--- config.mk ---
export PLATFORM = sky130hd
export DESIGN_NAME = pfcp_status_bank
export DESIGN_NICKNAME = d
export VERILOG_FILES = /design/src/include/pfcp_pkg.sv /design/src/pfcp_time_qual.sv /design/src/pfcp_lpf.sv /design/src/pfcp_status_bank.sv
export SDC_FILE = /design/constraint.sdc
export NUM_CORES = 2
export LEC_CHECK = 0
export ABC_AREA = 1
export BUFFER_PORTS_ARGS = -buffer_cell sky130_fd_sc_hd__buf_2
export CAP_MARGIN = 40
export CORE_MARGIN = 8
export CORE_UTILIZATION = 40
export DETAILED_ROUTE_END_ITERATION = 8
export GPL_TIMING_DRIVEN = 0
export HOLD_SLACK_MARGIN = 0.08
export PLACE_DENSITY = 0.62
export SLEW_MARGIN = 20
export SYNTH_ARGS = -nofsm -noshare
export SYNTH_HDL_FRONTEND = slang
export SYNTH_SLANG_ARGS = --single-unit
--- constraint.sdc ---
create_clock -name core_clk -period 108.2 [get_ports core_clk]
set_clock_uncertainty 0.2 [all_clocks]
set_input_delay 5.41 -clock core_clk [delete_from_list [all_inputs] [get_ports core_clk]]
set_output_delay 5.41 -clock core_clk [all_outputs]
set_load 0.02 [all_outputs]
--- src/include/pfcp_pkg.sv ---
// Constants, register map and carrier types of the PFC status readback bank.
// Assumes one 25 MHz core clock and engine strobes that are one cycle long.
// How it works
// - Current offset holds deviation from mid bias; leg shunt uses mean of two channels.
// - Bus reciprocal scaled so nominal reads 4096; regulator uses it only when enabled.
// - ADC gain factor from two reference conversions, 1024 ideal, range 0 to 4095.
// - Signed ADC offset from same references, range -1024 to 1023.
// - Rectified AC voltage is absolute ADC value minus mid bias, limited to 0 to 2047.
// - AC voltage filtered at quarter PWM rate, feeds peak and voltage checks.
// - AC peak refreshed every 100 ms; feeds partial bus reference.
// - Partial mode bus reference is AC peak minus bus hysteresis.
// - Peak clamped between 1.25 times undervoltage and 0.96875 times overvoltage level.
// - PWM active only with enable set and every condition met; else gate off.
// - Active forced low by stop, blanking, short pulse command, or AC fault.
// - Blanking flag set while instantaneous AC exceeds bus, checked each PWM cycle.
// - Status bit 0 abnormal, cleared only after good time threshold of normal input.
// - Status bit 1 set after AC below undervoltage threshold for its time.
// - Status bit 2 set after AC above overvoltage threshold for its time.
// - At offset correction, store AC minus DC channel difference as AC offset.
// - AC current offset taken at first init, again if PFC stopped first.
package pfcp_pkg;

  // ==========================================================
  // Timing
  localparam int CLK_HZ         = 25_000_000;
  localparam int PEAK_PERIOD_MS = 100;
  localparam int PEAK_CYCLES    = CLK_HZ / 1000 * PEAK_PERIOD_MS;
  localparam int LPF_SHIFT      = 2;
  localparam int LPF_FRAC       = 4;

  // ==========================================================
  // Scaling and limits
  localparam logic [11:0] MID_BIAS   = 12'h800;
  localparam logic [15:0] RCP_MAX    = 16'h15d5;
  localparam logic [15:0] RCP_UNITY  = 16'h1000;
  localparam logic [15:0] GAIN_MAX   = 16'h0fff;
  localparam logic [15:0] OFS_MAX    = 16'h03ff;
  localparam logic [15:0] OFS_MIN    = 16'hfc00;
  localparam logic [15:0] VAC_MAX    = 16'h07ff;
  localparam logic [15:0] REG_RESET  = 16'h0000;
  localparam int          ST_ABN     = 0;
  localparam int          ST_UV      = 1;
  localparam int          ST_OV      = 2;

  // ==========================================================
  // Register index
  typedef enum logic [3:0] {
    R_STATUS = 4'h0, R_FILT  = 4'h1, R_VAC   = 4'h2, R_PWMON = 4'h3,
    R_IOFS   = 4'h4, R_BLANK = 4'h5, R_PEAK  = 4'h6, R_ADOFS = 4'h7,
    R_ADGAIN = 4'h8, R_IFB   = 4'h9, R_VOFS  = 4'ha, R_AC_INPUT_CURRENT  = 4'hb,
    R_RCP    = 4'hc, R_NONE  = 4'hf
  } pfcp_reg_t;

  // Host data space byte addresses
  localparam logic [15:0] H_STATUS = 16'h80b2;
  localparam logic [15:0] H_FILT   = 16'h80dc;
  localparam logic [15:0] H_VAC    = 16'h817c;
  localparam logic [15:0] H_PWMON  = 16'h819e;
  localparam logic [15:0] H_IOFS   = 16'h81a0;
  localparam logic [15:0] H_BLANK  = 16'h81ae;
  localparam logic [15:0] H_PEAK   = 16'h827e;
  localparam logic [15:0] H_ADOFS  = 16'h82a4;
  localparam logic [15:0] H_ADGAIN = 16'h82a6;
  localparam logic [15:0] H_IFB    = 16'h82d2;
  localparam logic [15:0] H_VOFS   = 16'h836c;
  localparam logic [15:0] H_AC_INPUT_CURRENT   = 16'h8376;
  localparam logic [15:0] H_RCP    = 16'h8388;

  // Engine data space word addresses
  localparam logic [8:0] E_STATUS = 9'h059;
  localparam logic [8:0] E_FILT   = 9'h06e;
  localparam logic [8:0] E_VAC    = 9'h0be;
  localparam logic [8:0] E_PWMON  = 9'h0cf;
  localparam logic [8:0] E_IOFS   = 9'h0d0;
  localparam logic [8:0] E_BLANK  = 9'h0d7;
  localparam logic [8:0] E_PEAK   = 9'h13f;
  localparam logic [8:0] E_ADOFS  = 9'h152;
  localparam logic [8:0] E_ADGAIN = 9'h153;
  localparam logic [8:0] E_IFB    = 9'h169;
  localparam logic [8:0] E_VOFS   = 9'h1b6;
  localparam logic [8:0] E_AC_INPUT_CURRENT   = 9'h1bb;
  localparam logic [8:0] E_RCP    = 9'h1c4;

  // ==========================================================
  // Carriers
  typedef struct packed {
    logic [11:0] acVolt;
    logic [11:0] dcVolt;
    logic [11:0] acCurr;
    logic [11:0] curA;
    logic [11:0] curB;
    logic [11:0] refHMeas;
    logic [11:0] refLMeas;
  } pfcp_adc_t;

  typedef struct packed {
    logic [11:0] uvThr;
    logic [11:0] ovThr;
    logic [15:0] uvTime;
    logic [15:0] ovTime;
    logic [15:0] goodTime;
    logic [11:0] under_voltage_level;
    logic [11:0] over_voltage_level;
    logic [11:0] hyst;
    logic [11:0] minPulse;
    logic [11:0] vdcNominal;
    logic [11:0] refHIdeal;
    logic [11:0] refLIdeal;
    logic        legShunt;
  } pfcp_cfg_t;

endpackage : pfcp_pkg

--- src/pfcp_time_qual.sv ---
// Persistence qualifier: a condition counted in PWM cycles against a threshold.
// Assumes tick is a one-cycle pulse per motor PWM cycle.
`timescale 1ns/1ns
`default_nettype none
module pfcp_time_qual (
  // Clock and reset
  input  wire logic        core_clk,
  input  wire logic        rst_n,
  // Condition
  input  wire logic        tick,
  input  wire logic        cond,
  input  wire logic [15:0] thr,
  // Result
  output var  logic        met
);
  import pfcp_pkg::*;

  typedef struct packed {
    logic [15:0] cnt;
    logic        met;
  } pfcp_qual_t;

  pfcp_qual_t s;
  pfcp_qual_t next_s;

  always_comb begin
    next_s = s;
    if (!cond) begin
      next_s.cnt = 16'h0000;
    end else if (tick && s.cnt != 16'hffff) begin
      next_s.cnt = s.cnt + 16'h0001;
    end
    next_s.met = cond && (next_s.cnt >= thr);
  end

  always_ff @(posedge core_clk) begin
    if (!rst_n) begin
      s <= '0;
    end else begin
      s <= next_s;
    end
  end

  assign met = s.met;
endmodule : pfcp_time_qual
`default_nettype wire

--- src/pfcp_lpf.sv ---
// First-order low-pass on the rectified AC voltage, one step per PWM cycle.
// Assumes tick at the motor PWM rate; a shift of 2 gives about a quarter of that.
`timescale 1ns/1ns
`default_nettype none
module pfcp_lpf (
  // Clock and reset
  input  wire logic        core_clk,
  input  wire logic        rst_n,
  // Sample
  input  wire logic        tick,
  input  wire logic [11:0] x,
  // Filtered value
  output var  logic [11:0] y
);
  import pfcp_pkg::*;

  typedef struct packed {
    logic [15:0] acc;
  } pfcp_lpf_t;

  pfcp_lpf_t          s;
  pfcp_lpf_t          next_s;
  logic signed [16:0] diff;

  always_comb begin
    next_s = s;
    diff   = $signed({1'b0, x, 4'h0}) - $signed({1'b0, s.acc});
    if (tick) begin
      next_s.acc = s.acc + 16'(diff >>> LPF_SHIFT);
    end
  end

  always_ff @(posedge core_clk) begin
    if (!rst_n) begin
      s <= '0;
    end else begin
      s <= next_s;
    end
  end

  assign y = s.acc[15:LPF_FRAC];
endmodule : pfcp_lpf
`default_nettype wire

--- src/pfcp_status_bank.sv ---
// PFC protection status bank: computes status words and serves host and engine reads.
// Assumes engine strobes are single cycles and samples are steady when strobed.
`timescale 1ns/1ns
`default_nettype none
module pfcp_status_bank #(
  parameter int PEAK_CYC = pfcp_pkg::PEAK_CYCLES
) (
  // Clock and reset
  input  wire logic                core_clk,
  input  wire logic                rst_n,
  // Engine timing and samples
  input  wire logic                pwmTick,
  input  wire pfcp_pkg::pfcp_adc_t adc,
  input  wire pfcp_pkg::pfcp_cfg_t cfg,
  // Engine control
  input  wire logic                pfcEnableA,
  input  wire logic                busCompensationEnable,
  input  wire logic                pfcStop,
  input  wire logic [11:0]         pfcPwmCmd,
  input  wire logic                partialMode,
  input  wire logic                offsetCal,
  input  wire logic                adcCal,
  input  wire logic                pfcStoppedBeforeStart,
  // Host port
  input  wire logic [15:0]         hostAddr,
  input  wire logic                hostRd,
  input  wire logic                hostWr,
  input  wire logic [15:0]         hostWdata,
  output var  logic [15:0]         hostRdata,
  // Engine port
  input  wire logic [8:0]          engAddr,
  input  wire logic                engRd,
  output var  logic [15:0]         engRdata,
  // Control outputs
  output var  logic                pfcPwmGate,
  output var  logic [15:0]         busReference,
  output var  logic [15:0]         busCompFactor
);
  import pfcp_pkg::*;

  // ==========================================================
  // Address decode
  function automatic pfcp_reg_t hostIndex(input logic [15:0] a);
    unique case (a)
      H_STATUS: hostIndex = R_STATUS;
      H_FILT:   hostIndex = R_FILT;
      H_VAC:    hostIndex = R_VAC;
      H_PWMON:  hostIndex = R_PWMON;
      H_IOFS:   hostIndex = R_IOFS;
      H_BLANK:  hostIndex = R_BLANK;
      H_PEAK:   hostIndex = R_PEAK;
      H_ADOFS:  hostIndex = R_ADOFS;
      H_ADGAIN: hostIndex = R_ADGAIN;
      H_IFB:    hostIndex = R_IFB;
      H_VOFS:   hostIndex = R_VOFS;
      H_AC_INPUT_CURRENT:   hostIndex = R_AC_INPUT_CURRENT;
      H_RCP:    hostIndex = R_RCP;
      default:  hostIndex = R_NONE;
    endcase
  endfunction : hostIndex

  function automatic pfcp_reg_t engIndex(input logic [8:0] a);
    unique case (a)
      E_STATUS: engIndex = R_STATUS;
      E_FILT:   engIndex = R_FILT;
      E_VAC:    engIndex = R_VAC;
      E_PWMON:  engIndex = R_PWMON;
      E_IOFS:   engIndex = R_IOFS;
      E_BLANK:  engIndex = R_BLANK;
      E_PEAK:   engIndex = R_PEAK;
      E_ADOFS:  engIndex = R_ADOFS;
      E_ADGAIN: engIndex = R_ADGAIN;
      E_IFB:    engIndex = R_IFB;
      E_VOFS:   engIndex = R_VOFS;
      E_AC_INPUT_CURRENT:   engIndex = R_AC_INPUT_CURRENT;
      E_RCP:    engIndex = R_RCP;
      default:  engIndex = R_NONE;
    endcase
  endfunction : engIndex

  // ==========================================================
  // State
  typedef struct packed {
    logic [15:0] ifbOfs;
    logic [15:0] dc_bus_reciprocal;
    logic [15:0] adGain;
    logic [15:0] adOfs;
    logic [15:0] vac;
    logic [15:0] vacFilt;
    logic [15:0] ac_peak_voltage;
    logic [15:0] ac_input_current;
    logic [15:0] vacOfs;
    logic [15:0] ipfcOfs;
    logic        pwmOn;
    logic        blank;
    logic [2:0]  acStat;
    logic [11:0] peakMax;
    logic [21:0] peakCnt;
    logic        initDone;
    logic [15:0] busRef;
    logic [15:0] compFactor;
    logic [15:0] hostRdata;
    logic [15:0] engRdata;
  } pfcp_bank_t;

  pfcp_bank_t s;
  pfcp_bank_t next_s;

  function automatic logic [15:0] regRead(input pfcp_reg_t i, input pfcp_bank_t b);
    unique case (i)
      R_STATUS: regRead = {13'h0000, b.acStat};
      R_FILT:   regRead = b.vacFilt;
      R_VAC:    regRead = b.vac;
      R_PWMON:  regRead = {15'h0000, b.pwmOn};
      R_IOFS:   regRead = b.ipfcOfs;
      R_BLANK:  regRead = {15'h0000, b.blank};
      R_PEAK:   regRead = b.ac_peak_voltage;
      R_ADOFS:  regRead = b.adOfs;
      R_ADGAIN: regRead = b.adGain;
      R_IFB:    regRead = b.ifbOfs;
      R_VOFS:   regRead = b.vacOfs;
      R_AC_INPUT_CURRENT:   regRead = b.ac_input_current;
      R_RCP:    regRead = b.dc_bus_reciprocal;
      default:  regRead = 16'h0000;
    endcase
  endfunction : regRead

  // ==========================================================
  // Filter and qualifiers
  logic [11:0] filt;
  logic        uvMet;
  logic        ovMet;
  logic        goodMet;
  logic        uvNow;
  logic        ovNow;

  pfcp_lpf u_lpf (
    .core_clk (core_clk),
    .rst_n    (rst_n),
    .tick     (pwmTick),
    .x        (s.vac[11:0]),
    .y        (filt)
  );

  assign uvNow = filt < cfg.uvThr;
  assign ovNow = filt > cfg.ovThr;

  pfcp_time_qual u_uv (
    .core_clk (core_clk),
    .rst_n    (rst_n),
    .tick     (pwmTick),
    .cond     (uvNow),
    .thr      (cfg.uvTime),
    .met      (uvMet)
  );

  pfcp_time_qual u_ov (
    .core_clk (core_clk),
    .rst_n    (rst_n),
    .tick     (pwmTick),
    .cond     (ovNow),
    .thr      (cfg.ovTime),
    .met      (ovMet)
  );

  pfcp_time_qual u_good (
    .core_clk (core_clk),
    .rst_n    (rst_n),
    .tick     (pwmTick),
    .cond     (!uvNow && !ovNow),
    .thr      (cfg.goodTime),
    .met      (goodMet)
  );

  // ==========================================================
  // Arithmetic helpers
  logic signed [12:0] acCentred;
  logic [12:0]        acAbs;
  logic [23:0]        rcpNum;
  logic [23:0]        rcpQ;
  logic [11:0]        idealSpan;
  logic [11:0]        measSpan;
  logic [21:0]        gainQ;
  logic [11:0]        gainNew;
  logic [23:0]        measScaled;
  logic signed [15:0] ofsQ;
  logic signed [13:0] curMean;
  logic [12:0]        peakLo;
  logic [11:0]        peakHi;
  logic [12:0]        peakClamp;
  logic [21:0]        peakLast;

  always_comb begin
    acCentred  = $signed({1'b0, adc.acVolt}) - $signed({1'b0, MID_BIAS});
    acAbs      = acCentred[12] ? 13'(-acCentred) : acCentred[12:0];
    rcpNum     = {cfg.vdcNominal, 12'h000};
    rcpQ       = (adc.dcVolt == 12'h000) ? 24'hffffff : rcpNum / {12'h000, adc.dcVolt};
    idealSpan  = cfg.refHIdeal - cfg.refLIdeal;
    measSpan   = adc.refHMeas - adc.refLMeas;
    gainQ      = (measSpan == 12'h000) ? 22'h3fffff
                 : {idealSpan, 10'h000} / {10'h000, measSpan};
    gainNew    = (gainQ > 22'(GAIN_MAX)) ? GAIN_MAX[11:0] : gainQ[11:0];
    measScaled = adc.refLMeas * gainNew;
    ofsQ       = $signed({4'h0, cfg.refLIdeal}) - $signed({2'b00, measScaled[23:10]});
    // Leg shunt averages both channels before removing the mid bias
    curMean    = cfg.legShunt
                 ? ($signed({2'b00, adc.curA}) + $signed({2'b00, adc.curB})) >>> 1
                 : $signed({2'b00, adc.curA});
    peakLo     = {1'b0, cfg.under_voltage_level} + {3'b000, cfg.under_voltage_level[11:2]};
    peakHi     = cfg.over_voltage_level - {5'h00, cfg.over_voltage_level[11:5]};
    peakLast   = 22'(PEAK_CYC - 1);
    if ({1'b0, s.peakMax} < peakLo) begin
      peakClamp = peakLo;
    end else if (s.peakMax > peakHi) begin
      peakClamp = {1'b0, peakHi};
    end else begin
      peakClamp = {1'b0, s.peakMax};
    end
  end

  // ==========================================================
  // Next state
  always_comb begin
    next_s = s;

    // Per-cycle sample registers
    next_s.vac     = (acAbs > 13'(VAC_MAX)) ? VAC_MAX : {3'b000, acAbs};
    next_s.vacFilt = {4'h0, filt};
    next_s.ac_input_current    = {4'h0, adc.acCurr};

    // Bus reciprocal, held to its documented span
    next_s.dc_bus_reciprocal = (rcpQ > 24'(RCP_MAX)) ? RCP_MAX : rcpQ[15:0];
    // Unity factor when compensation is off so the regulator is unaffected
    next_s.compFactor = busCompensationEnable ? s.dc_bus_reciprocal : RCP_UNITY;

    if (offsetCal) begin
      next_s.ifbOfs = 16'(curMean - $signed({2'b00, MID_BIAS}));
      next_s.vacOfs = {4'h0, adc.acVolt - adc.dcVolt};
      if (pfcStoppedBeforeStart) begin
        next_s.ipfcOfs = {4'h0, adc.acCurr};
      end
    end

    // First capture happens once, on the first cycle out of reset
    if (!s.initDone) begin
      next_s.initDone = 1'b1;
      next_s.ipfcOfs  = {4'h0, adc.acCurr};
    end

    if (adcCal) begin
      next_s.adGain = {4'h0, gainNew};
      if (ofsQ > $signed(OFS_MAX)) begin
        next_s.adOfs = OFS_MAX;
      end else if (ofsQ < $signed(OFS_MIN)) begin
        next_s.adOfs = OFS_MIN;
      end else begin
        next_s.adOfs = ofsQ;
      end
    end

    // Peak window: max of filtered value, published at window end
    if (s.peakCnt == peakLast) begin
      next_s.peakCnt = 22'h000000;
      next_s.peakMax = filt;
      next_s.ac_peak_voltage = {3'b000, peakClamp};
    end else begin
      next_s.peakCnt = s.peakCnt + 22'h000001;
      if (filt > s.peakMax) begin
        next_s.peakMax = filt;
      end
    end

    // Partial mode reference; floors at zero rather than wrapping
    if (partialMode) begin
      next_s.busRef = (s.ac_peak_voltage > {4'h0, cfg.hyst})
                      ? s.ac_peak_voltage - {4'h0, cfg.hyst} : 16'h0000;
    end else begin
      next_s.busRef = 16'h0000;
    end

    if (pwmTick) begin
      next_s.blank = s.vac[11:0] > adc.dcVolt;
    end

    next_s.acStat[ST_UV]  = uvMet;
    next_s.acStat[ST_OV]  = ovMet;
    next_s.acStat[ST_ABN] = !goodMet;

    next_s.pwmOn = pfcEnableA
                   && !pfcStop && !s.blank
                   && (pfcPwmCmd >= cfg.minPulse)
                   && !s.acStat[ST_UV] && !s.acStat[ST_OV];

    // Host writes land nowhere; the bank is read-only from that side
    if (hostRd) begin
      next_s.hostRdata = regRead(hostIndex(hostAddr), s);
    end
    if (engRd) begin
      next_s.engRdata = regRead(engIndex(engAddr), s);
    end
  end

  always_ff @(posedge core_clk) begin
    if (!rst_n) begin
      s <= '0;
    end else begin
      s <= next_s;
    end
  end

  // ==========================================================
  // Outputs
  assign hostRdata     = s.hostRdata;
  assign engRdata      = s.engRdata;
  assign pfcPwmGate    = s.pwmOn;
  assign busReference  = s.busRef;
  assign busCompFactor = s.compFactor;

endmodule : pfcp_status_bank
`default_nettype wire

== After elaboration in Yosys (flattened, before gate mapping) ==
Index checks and enable logic that the tools add are counted.
Cells by class
  add/sub/neg operators: 17
  multiply operators: 1
  divide/modulo/power cells: 2
  magnitude comparators: 16
  equality and inequality tests: 56
  multiplexer cells: 34
  bitwise gates (word level): 1
  reduce and logical (&&, ||, !) cells: 30
Operators by type and width (number)
  case mux 16 bit (13 select lines): 2
  equality test 16 bit (second input constant): 13
  two-way mux 16 bit: 13
  case mux 4 bit (13 select lines): 2
  two-way mux 12 bit: 7
  two-way mux 65 bit: 1
  equality test 9 bit (second input constant): 7
  adder 16 x 1 -> 16 bit (second input constant): 3
  >= comparator 16 bit: 3
  > comparator 12 bit: 4
  inequality test 16 bit (second input constant): 3
  equality test 4 bit (second input constant): 10
  two-way mux 13 bit: 3
  equality test 9 x 8 -> 1 bit (second input constant): 4
  subtractor 12 bit: 3
  two-way mux 34 bit: 1
  equality test 4 x 3 -> 1 bit (second input constant): 8
  subtractor 12 x 12 -> 13 bit (second input constant): 2
  divider 24 x 12 -> 24 bit: 1
  > comparator 24 x 13 -> 1 bit (second input constant): 1
  zero test 12 bit: 2
  multiplier 12 x 12 -> 24 bit: 1
  two-way mux 24 bit: 1
  adder 22 x 1 -> 22 bit (second input constant): 1
  other kinds (33): 61
Word-level totals
  register bits after elaboration: 313
  input port bits: 307
  output and inout bits: 65

== Depth between registers and ports, before layout ==
  word-level depth: 10
  depth in mapped cells: 401
  depth with buffers taken out: 377

== Modules after synthesis ==
From an unflattened synthesis, not the netlist that was laid out.
Unflattened totals
  cell total of the unflattened synthesis: 8380
  area total of the unflattened synthesis: 53253.6 µm²
By module, submodules not included
  pfcp_status_bank: times used 1, cells an instance 7310, area each 46427.0 µm², sequential area each 4624.4 µm²
  pfcp_time_qual: times used 3, cells an instance 240, area each 1525.2 µm², sequential area each 340.3 µm²
  pfcp_lpf: times used 1, cells an instance 350, area each 2250.9 µm², sequential area each 320.3 µm²

== Worst setup path before layout ==
No wires, ideal clock.
  path kind: in2reg
  start: input port adc[1] (netlist name)
  end: register s[212] (netlist name)
  arrival time: 55.477 ns
  data required time: 107.930 ns
  setup slack: 52.453 ns
  cell stages on the path: 382
  cell sequence: buf_2 > inv_1 > ha_1 > nand3_1 > nand2_2 > xnor2_2 > nand2_1 > nor2_1 > nand2_1 > nor2_1 > nand4_1 > nand2_1 > inv_1 > ha_1 > nand2_1 > nor2_1 > nand2_1 > nor2_1 > [... 346 more ...] > nor2_1 > nor2_1 > nor2_1 > inv_1 > a21oi_1 > o21bai_1 > a21oi_1 > inv_1 > nand3_1 > nor2_1 > nor3_1 > nand3_1 > ha_1 > clkbuf_1 > inv_1 > nand3_1 > nand3_1 > a21oi_1
On the way
  word-level cells in the longest chain between the ends: 10
  elaborated cells between the ends (all ways): 12
RTL lines
  start: declaration: line pfcp_status_bank.sv:13  | input wire pfcp_pkg::pfcp_adc_t adc,
  subtractor 12 bit: line pfcp_status_bank.sv:199  | measSpan = adc.refHMeas - adc.refLMeas;
  divider 22 x 12 -> 22 bit / zero test 12 bit (equally long branches): line pfcp_status_bank.sv:201, pfcp_status_bank.sv:200
  two-way mux 22 bit: line pfcp_status_bank.sv:200  | gainQ = (measSpan == 12'h000) ? 22'h3fffff
  > comparator 22 x 12 -> 1 bit: line pfcp_status_bank.sv:202  | gainNew = (gainQ > 22'(GAIN_MAX)) ? GAIN_MAX[11:0] : gainQ[11:0];
  two-way mux 12 bit: line pfcp_status_bank.sv:202
  multiplier 12 x 12 -> 24 bit *: line pfcp_status_bank.sv:203  | measScaled = adc.refLMeas * gainNew;
  subtractor 12 x 14 -> 15 bit *: line pfcp_status_bank.sv:204  | ofsQ = $signed({4'h0, cfg.refLIdeal}) - $signed({2'b00, measScaled[23:10]});
  < comparator 15 x 11 -> 1 bit: line pfcp_status_bank.sv:254  | end else if (ofsQ < $signed(OFS_MIN)) begin
  two-way mux 16 bit: line pfcp_status_bank.sv:254
  two-way mux 16 bit *: line pfcp_status_bank.sv:252  | if (ofsQ > $signed(OFS_MAX)) begin
  end signal: assignment: line pfcp_status_bank.sv:307  | s <= next_s;
  end: declaration: line pfcp_status_bank.sv:106  | pfcp_bank_t s;
Every way passes the cells marked *; elsewhere a longest branch is shown, timed or not.
A chain may end at the register's enable or synchronous reset.

== Worst setup path after layout ==
  start: input port adc[4] (netlist name)
  end: register s[210] (netlist name)
Same word-level chain as after synthesis.

==> metrics.cfg <==
[placement]
hpwlAfterDp_um = 152000
port_buffers = 349
place.gp.congestion = 0.981
place_area_um2 = 55600

[clock_tree]
post_cts_resized = 0
cts_hold_buf = 0
clkLatencyLatePin_ns = 0.56
clk_path_buf_depth = 3
numCtsBuffers = 35
cts.sinks = 298
clkTransAtPathRegs_ns = 0.07
cts_setup_buffers = 0
cts_root_buf = clkbuf_16
cts_tree = built
htreeDepth = 2

[routing]
viasPerCell = 5.28
drcViolationCount = 0
antenna_left = 0
first_iter_violations = 3952
first_pass_iters = 8
dr.max_layer_used = met5
wl_met3_um = 9730
wl_met2_um = 79300
via_count = 53800
wl_per_cell_um = 17.6
wl_um = 179000
wl_met1_um = 84400

[logic_synthesis]
synth_top_flop_cell = dfxtp_1
synth_cells = 8076
yosysSeqAreaShare_pct = 11.6
ys_ff_latch = 298
synth-simple-area-share_pct = 29.3
syn-cell-area_um2 = 51300
netlist-cell-type-count = 79
synth_xor_area_share_pct = 7.57
muxShareOfSynthArea_pct = 0.0390
synth_area_per_cell_um2 = 6.35
synth-edff-count = 0
synth_compound_area_share_pct = 17.6
async_flop_share_pct = 0
synthAdderAreaFrac_pct = 21.5
synth_top_family_by_area = simple AND/OR/NAND/NOR gates
yosysWarnings = 0

[setup_path]
critPathSlowestCell = a2111oi_0
crit_type = in -> reg
crit_path_max_incr_delay_ns = 0.66
critPathArrivalTime_ns = 66.96
crit_path_frequent_cell = nand2_1
crit_path_end_kind = flop
cp.required_ns = 108.48
startpoint_type = primary input
path_max_fanout = 10

[floorplan]
pin_count = 372
fp-row-count = 131
start_util_pct = 40.2
die_w_um = 374
core-area_um2 = 128000
fp.dieH_um = 374
fp.dieArea_um2 = 140000

[grt]
antenna_found_initial = 22
grt_usage_pct = 24.2
grt_pass1_wl_um = 277000
grt_pass1_vias = 50600
grt_overflow_total = 0
grt_max_degree = 26

[timing]
setup-violations-final = 0
finalCriticalPeriod_ns = 66.68
worstMarginPinSlew_ns = 0.871
clock.fmax_mhz = 15.0
relSlewSlack_pct = 41.4
slew_violations = 0
fin_crit_sh_pct = 61.6
grt_setup_unrepaired = false
whs_ns = 0.203
hold_viol = 0
setup_tns_ns = 0

[cells_and_area]
final_common_cell = nand2_1
drive_gt1_share_pct = 10.2
syn_to_final_growth_pct = 10.9
final_cell_mix = nand2_1 (1668), inv_1 (1280), ha_1 (707)
multi_input_area_um2 = 39100
finish.instance_area_um2 = 56900
fillCellCount = 13500
seq_area_um2 = 5970
nNetsFinal = 9619

[min_path]
hp-class = reg -> reg

[outcome]
status = finished, final reports clean

[flow_run]
max-cap-violations = 0

metal layers:
metal,track usage (%),vias to the layer above
li1,-,27300
met1,33.4,24800
met2,39.8,1398
met3,2.40,238
met4,7.18,2
met5,0,-
synth_stat cells, drive strengths merged (19+ instances only):
master	instances	area share [%]
a211oi	26	0.40
a21o	59	0.86
a21oi	602	6.0
a221oi	23	0.39
a31oi	19	0.23
buf	111	1.5
clkbuf	133	0.97
dfxtp	298	12
fa	110	4.3
ha	707	17
inv	1335	9.8
nand2	1753	14
nand3	506	5.4
nand4	116	1.5
nor2	703	5.7
nor3	120	1.2
nor4	39	0.48
o211ai	50	0.73
o21a	24	0.35
o21ai	558	5.5
o21bai	68	1.0
o22ai	59	0.72
o31ai	27	0.39
or2	59	0.72
xnor2	171	2.9
xor2	270	4.6
flip-flops by register name, indices dropped and copies added, names as in the netlist:
register	count
u_ov.s	16
u_uv.met	1
engRdata	16
u_ov.met	1
busReference	14
u_good.s	16
s	168
u_lpf.s	16
u_good.met	1
busCompFactor	16
pfcPwmGate	1
u_uv.s	16
hostRdata	16
path summary, 6_finish.rpt:
path	from	end	slack, ns	cells after the start
setup / recovery	adc[4]	s[210]	41.52	381
hold / removal	u_good.met	s[99]	0.20	1
setup reg to reg	u_lpf.s[5]	u_good.met	102.47	28
hold reg to reg	u_good.met	s[99]	0.20	1
cell families after synthesis:
family | count (synthesis)
fa+ha+maj | 817
xor+xnor | 441
other cells | 1
flops | 298
buf+inv | 1593
simple gates | 3349
compound gates | 1575
mux | 2
worst max-delay path, delay by kind of cell:
family | cells | cell delay [ns]
AOI/OAI and AO/OA | 125 | 21.58
and+or+nand+nor | 158 | 18.14
buffers and inverters | 68 | 11.04
adders and majority gates | 29 | 10.34
xor gates and xnor gates | 1 | 0.43
layout make-up:
type                    count  share of cell area (%)
multi-input cells        6189                    68.7
flip-flops and latches    298                    10.5
inverters                1349                    8.90
repair buffers            378                    3.90
well taps                1662                    3.65
plain buffers             244                    2.25
clock buffers              46                    1.72
clock inverters            17                   0.398
diodes                      9                  0.0396
stage by stage:
step / util (%) / instances / setup slack, ns
6_report: 44.6 / 10200 / 41.52
5_1_grt: 44.6 / 10200 / 35.00
4_1_cts: 44.6 / 10200 / 41.67
3_5_place_dp: 43.6 / 10100 / 41.28
3_3_place_gp: 43.3 / 10100 / 41.65
2_1_floorplan: - / 8080 / 52.45
Power is not shown: default switching activity piles up to over one toggle a cycle in this logic, so the estimate is an artifact.
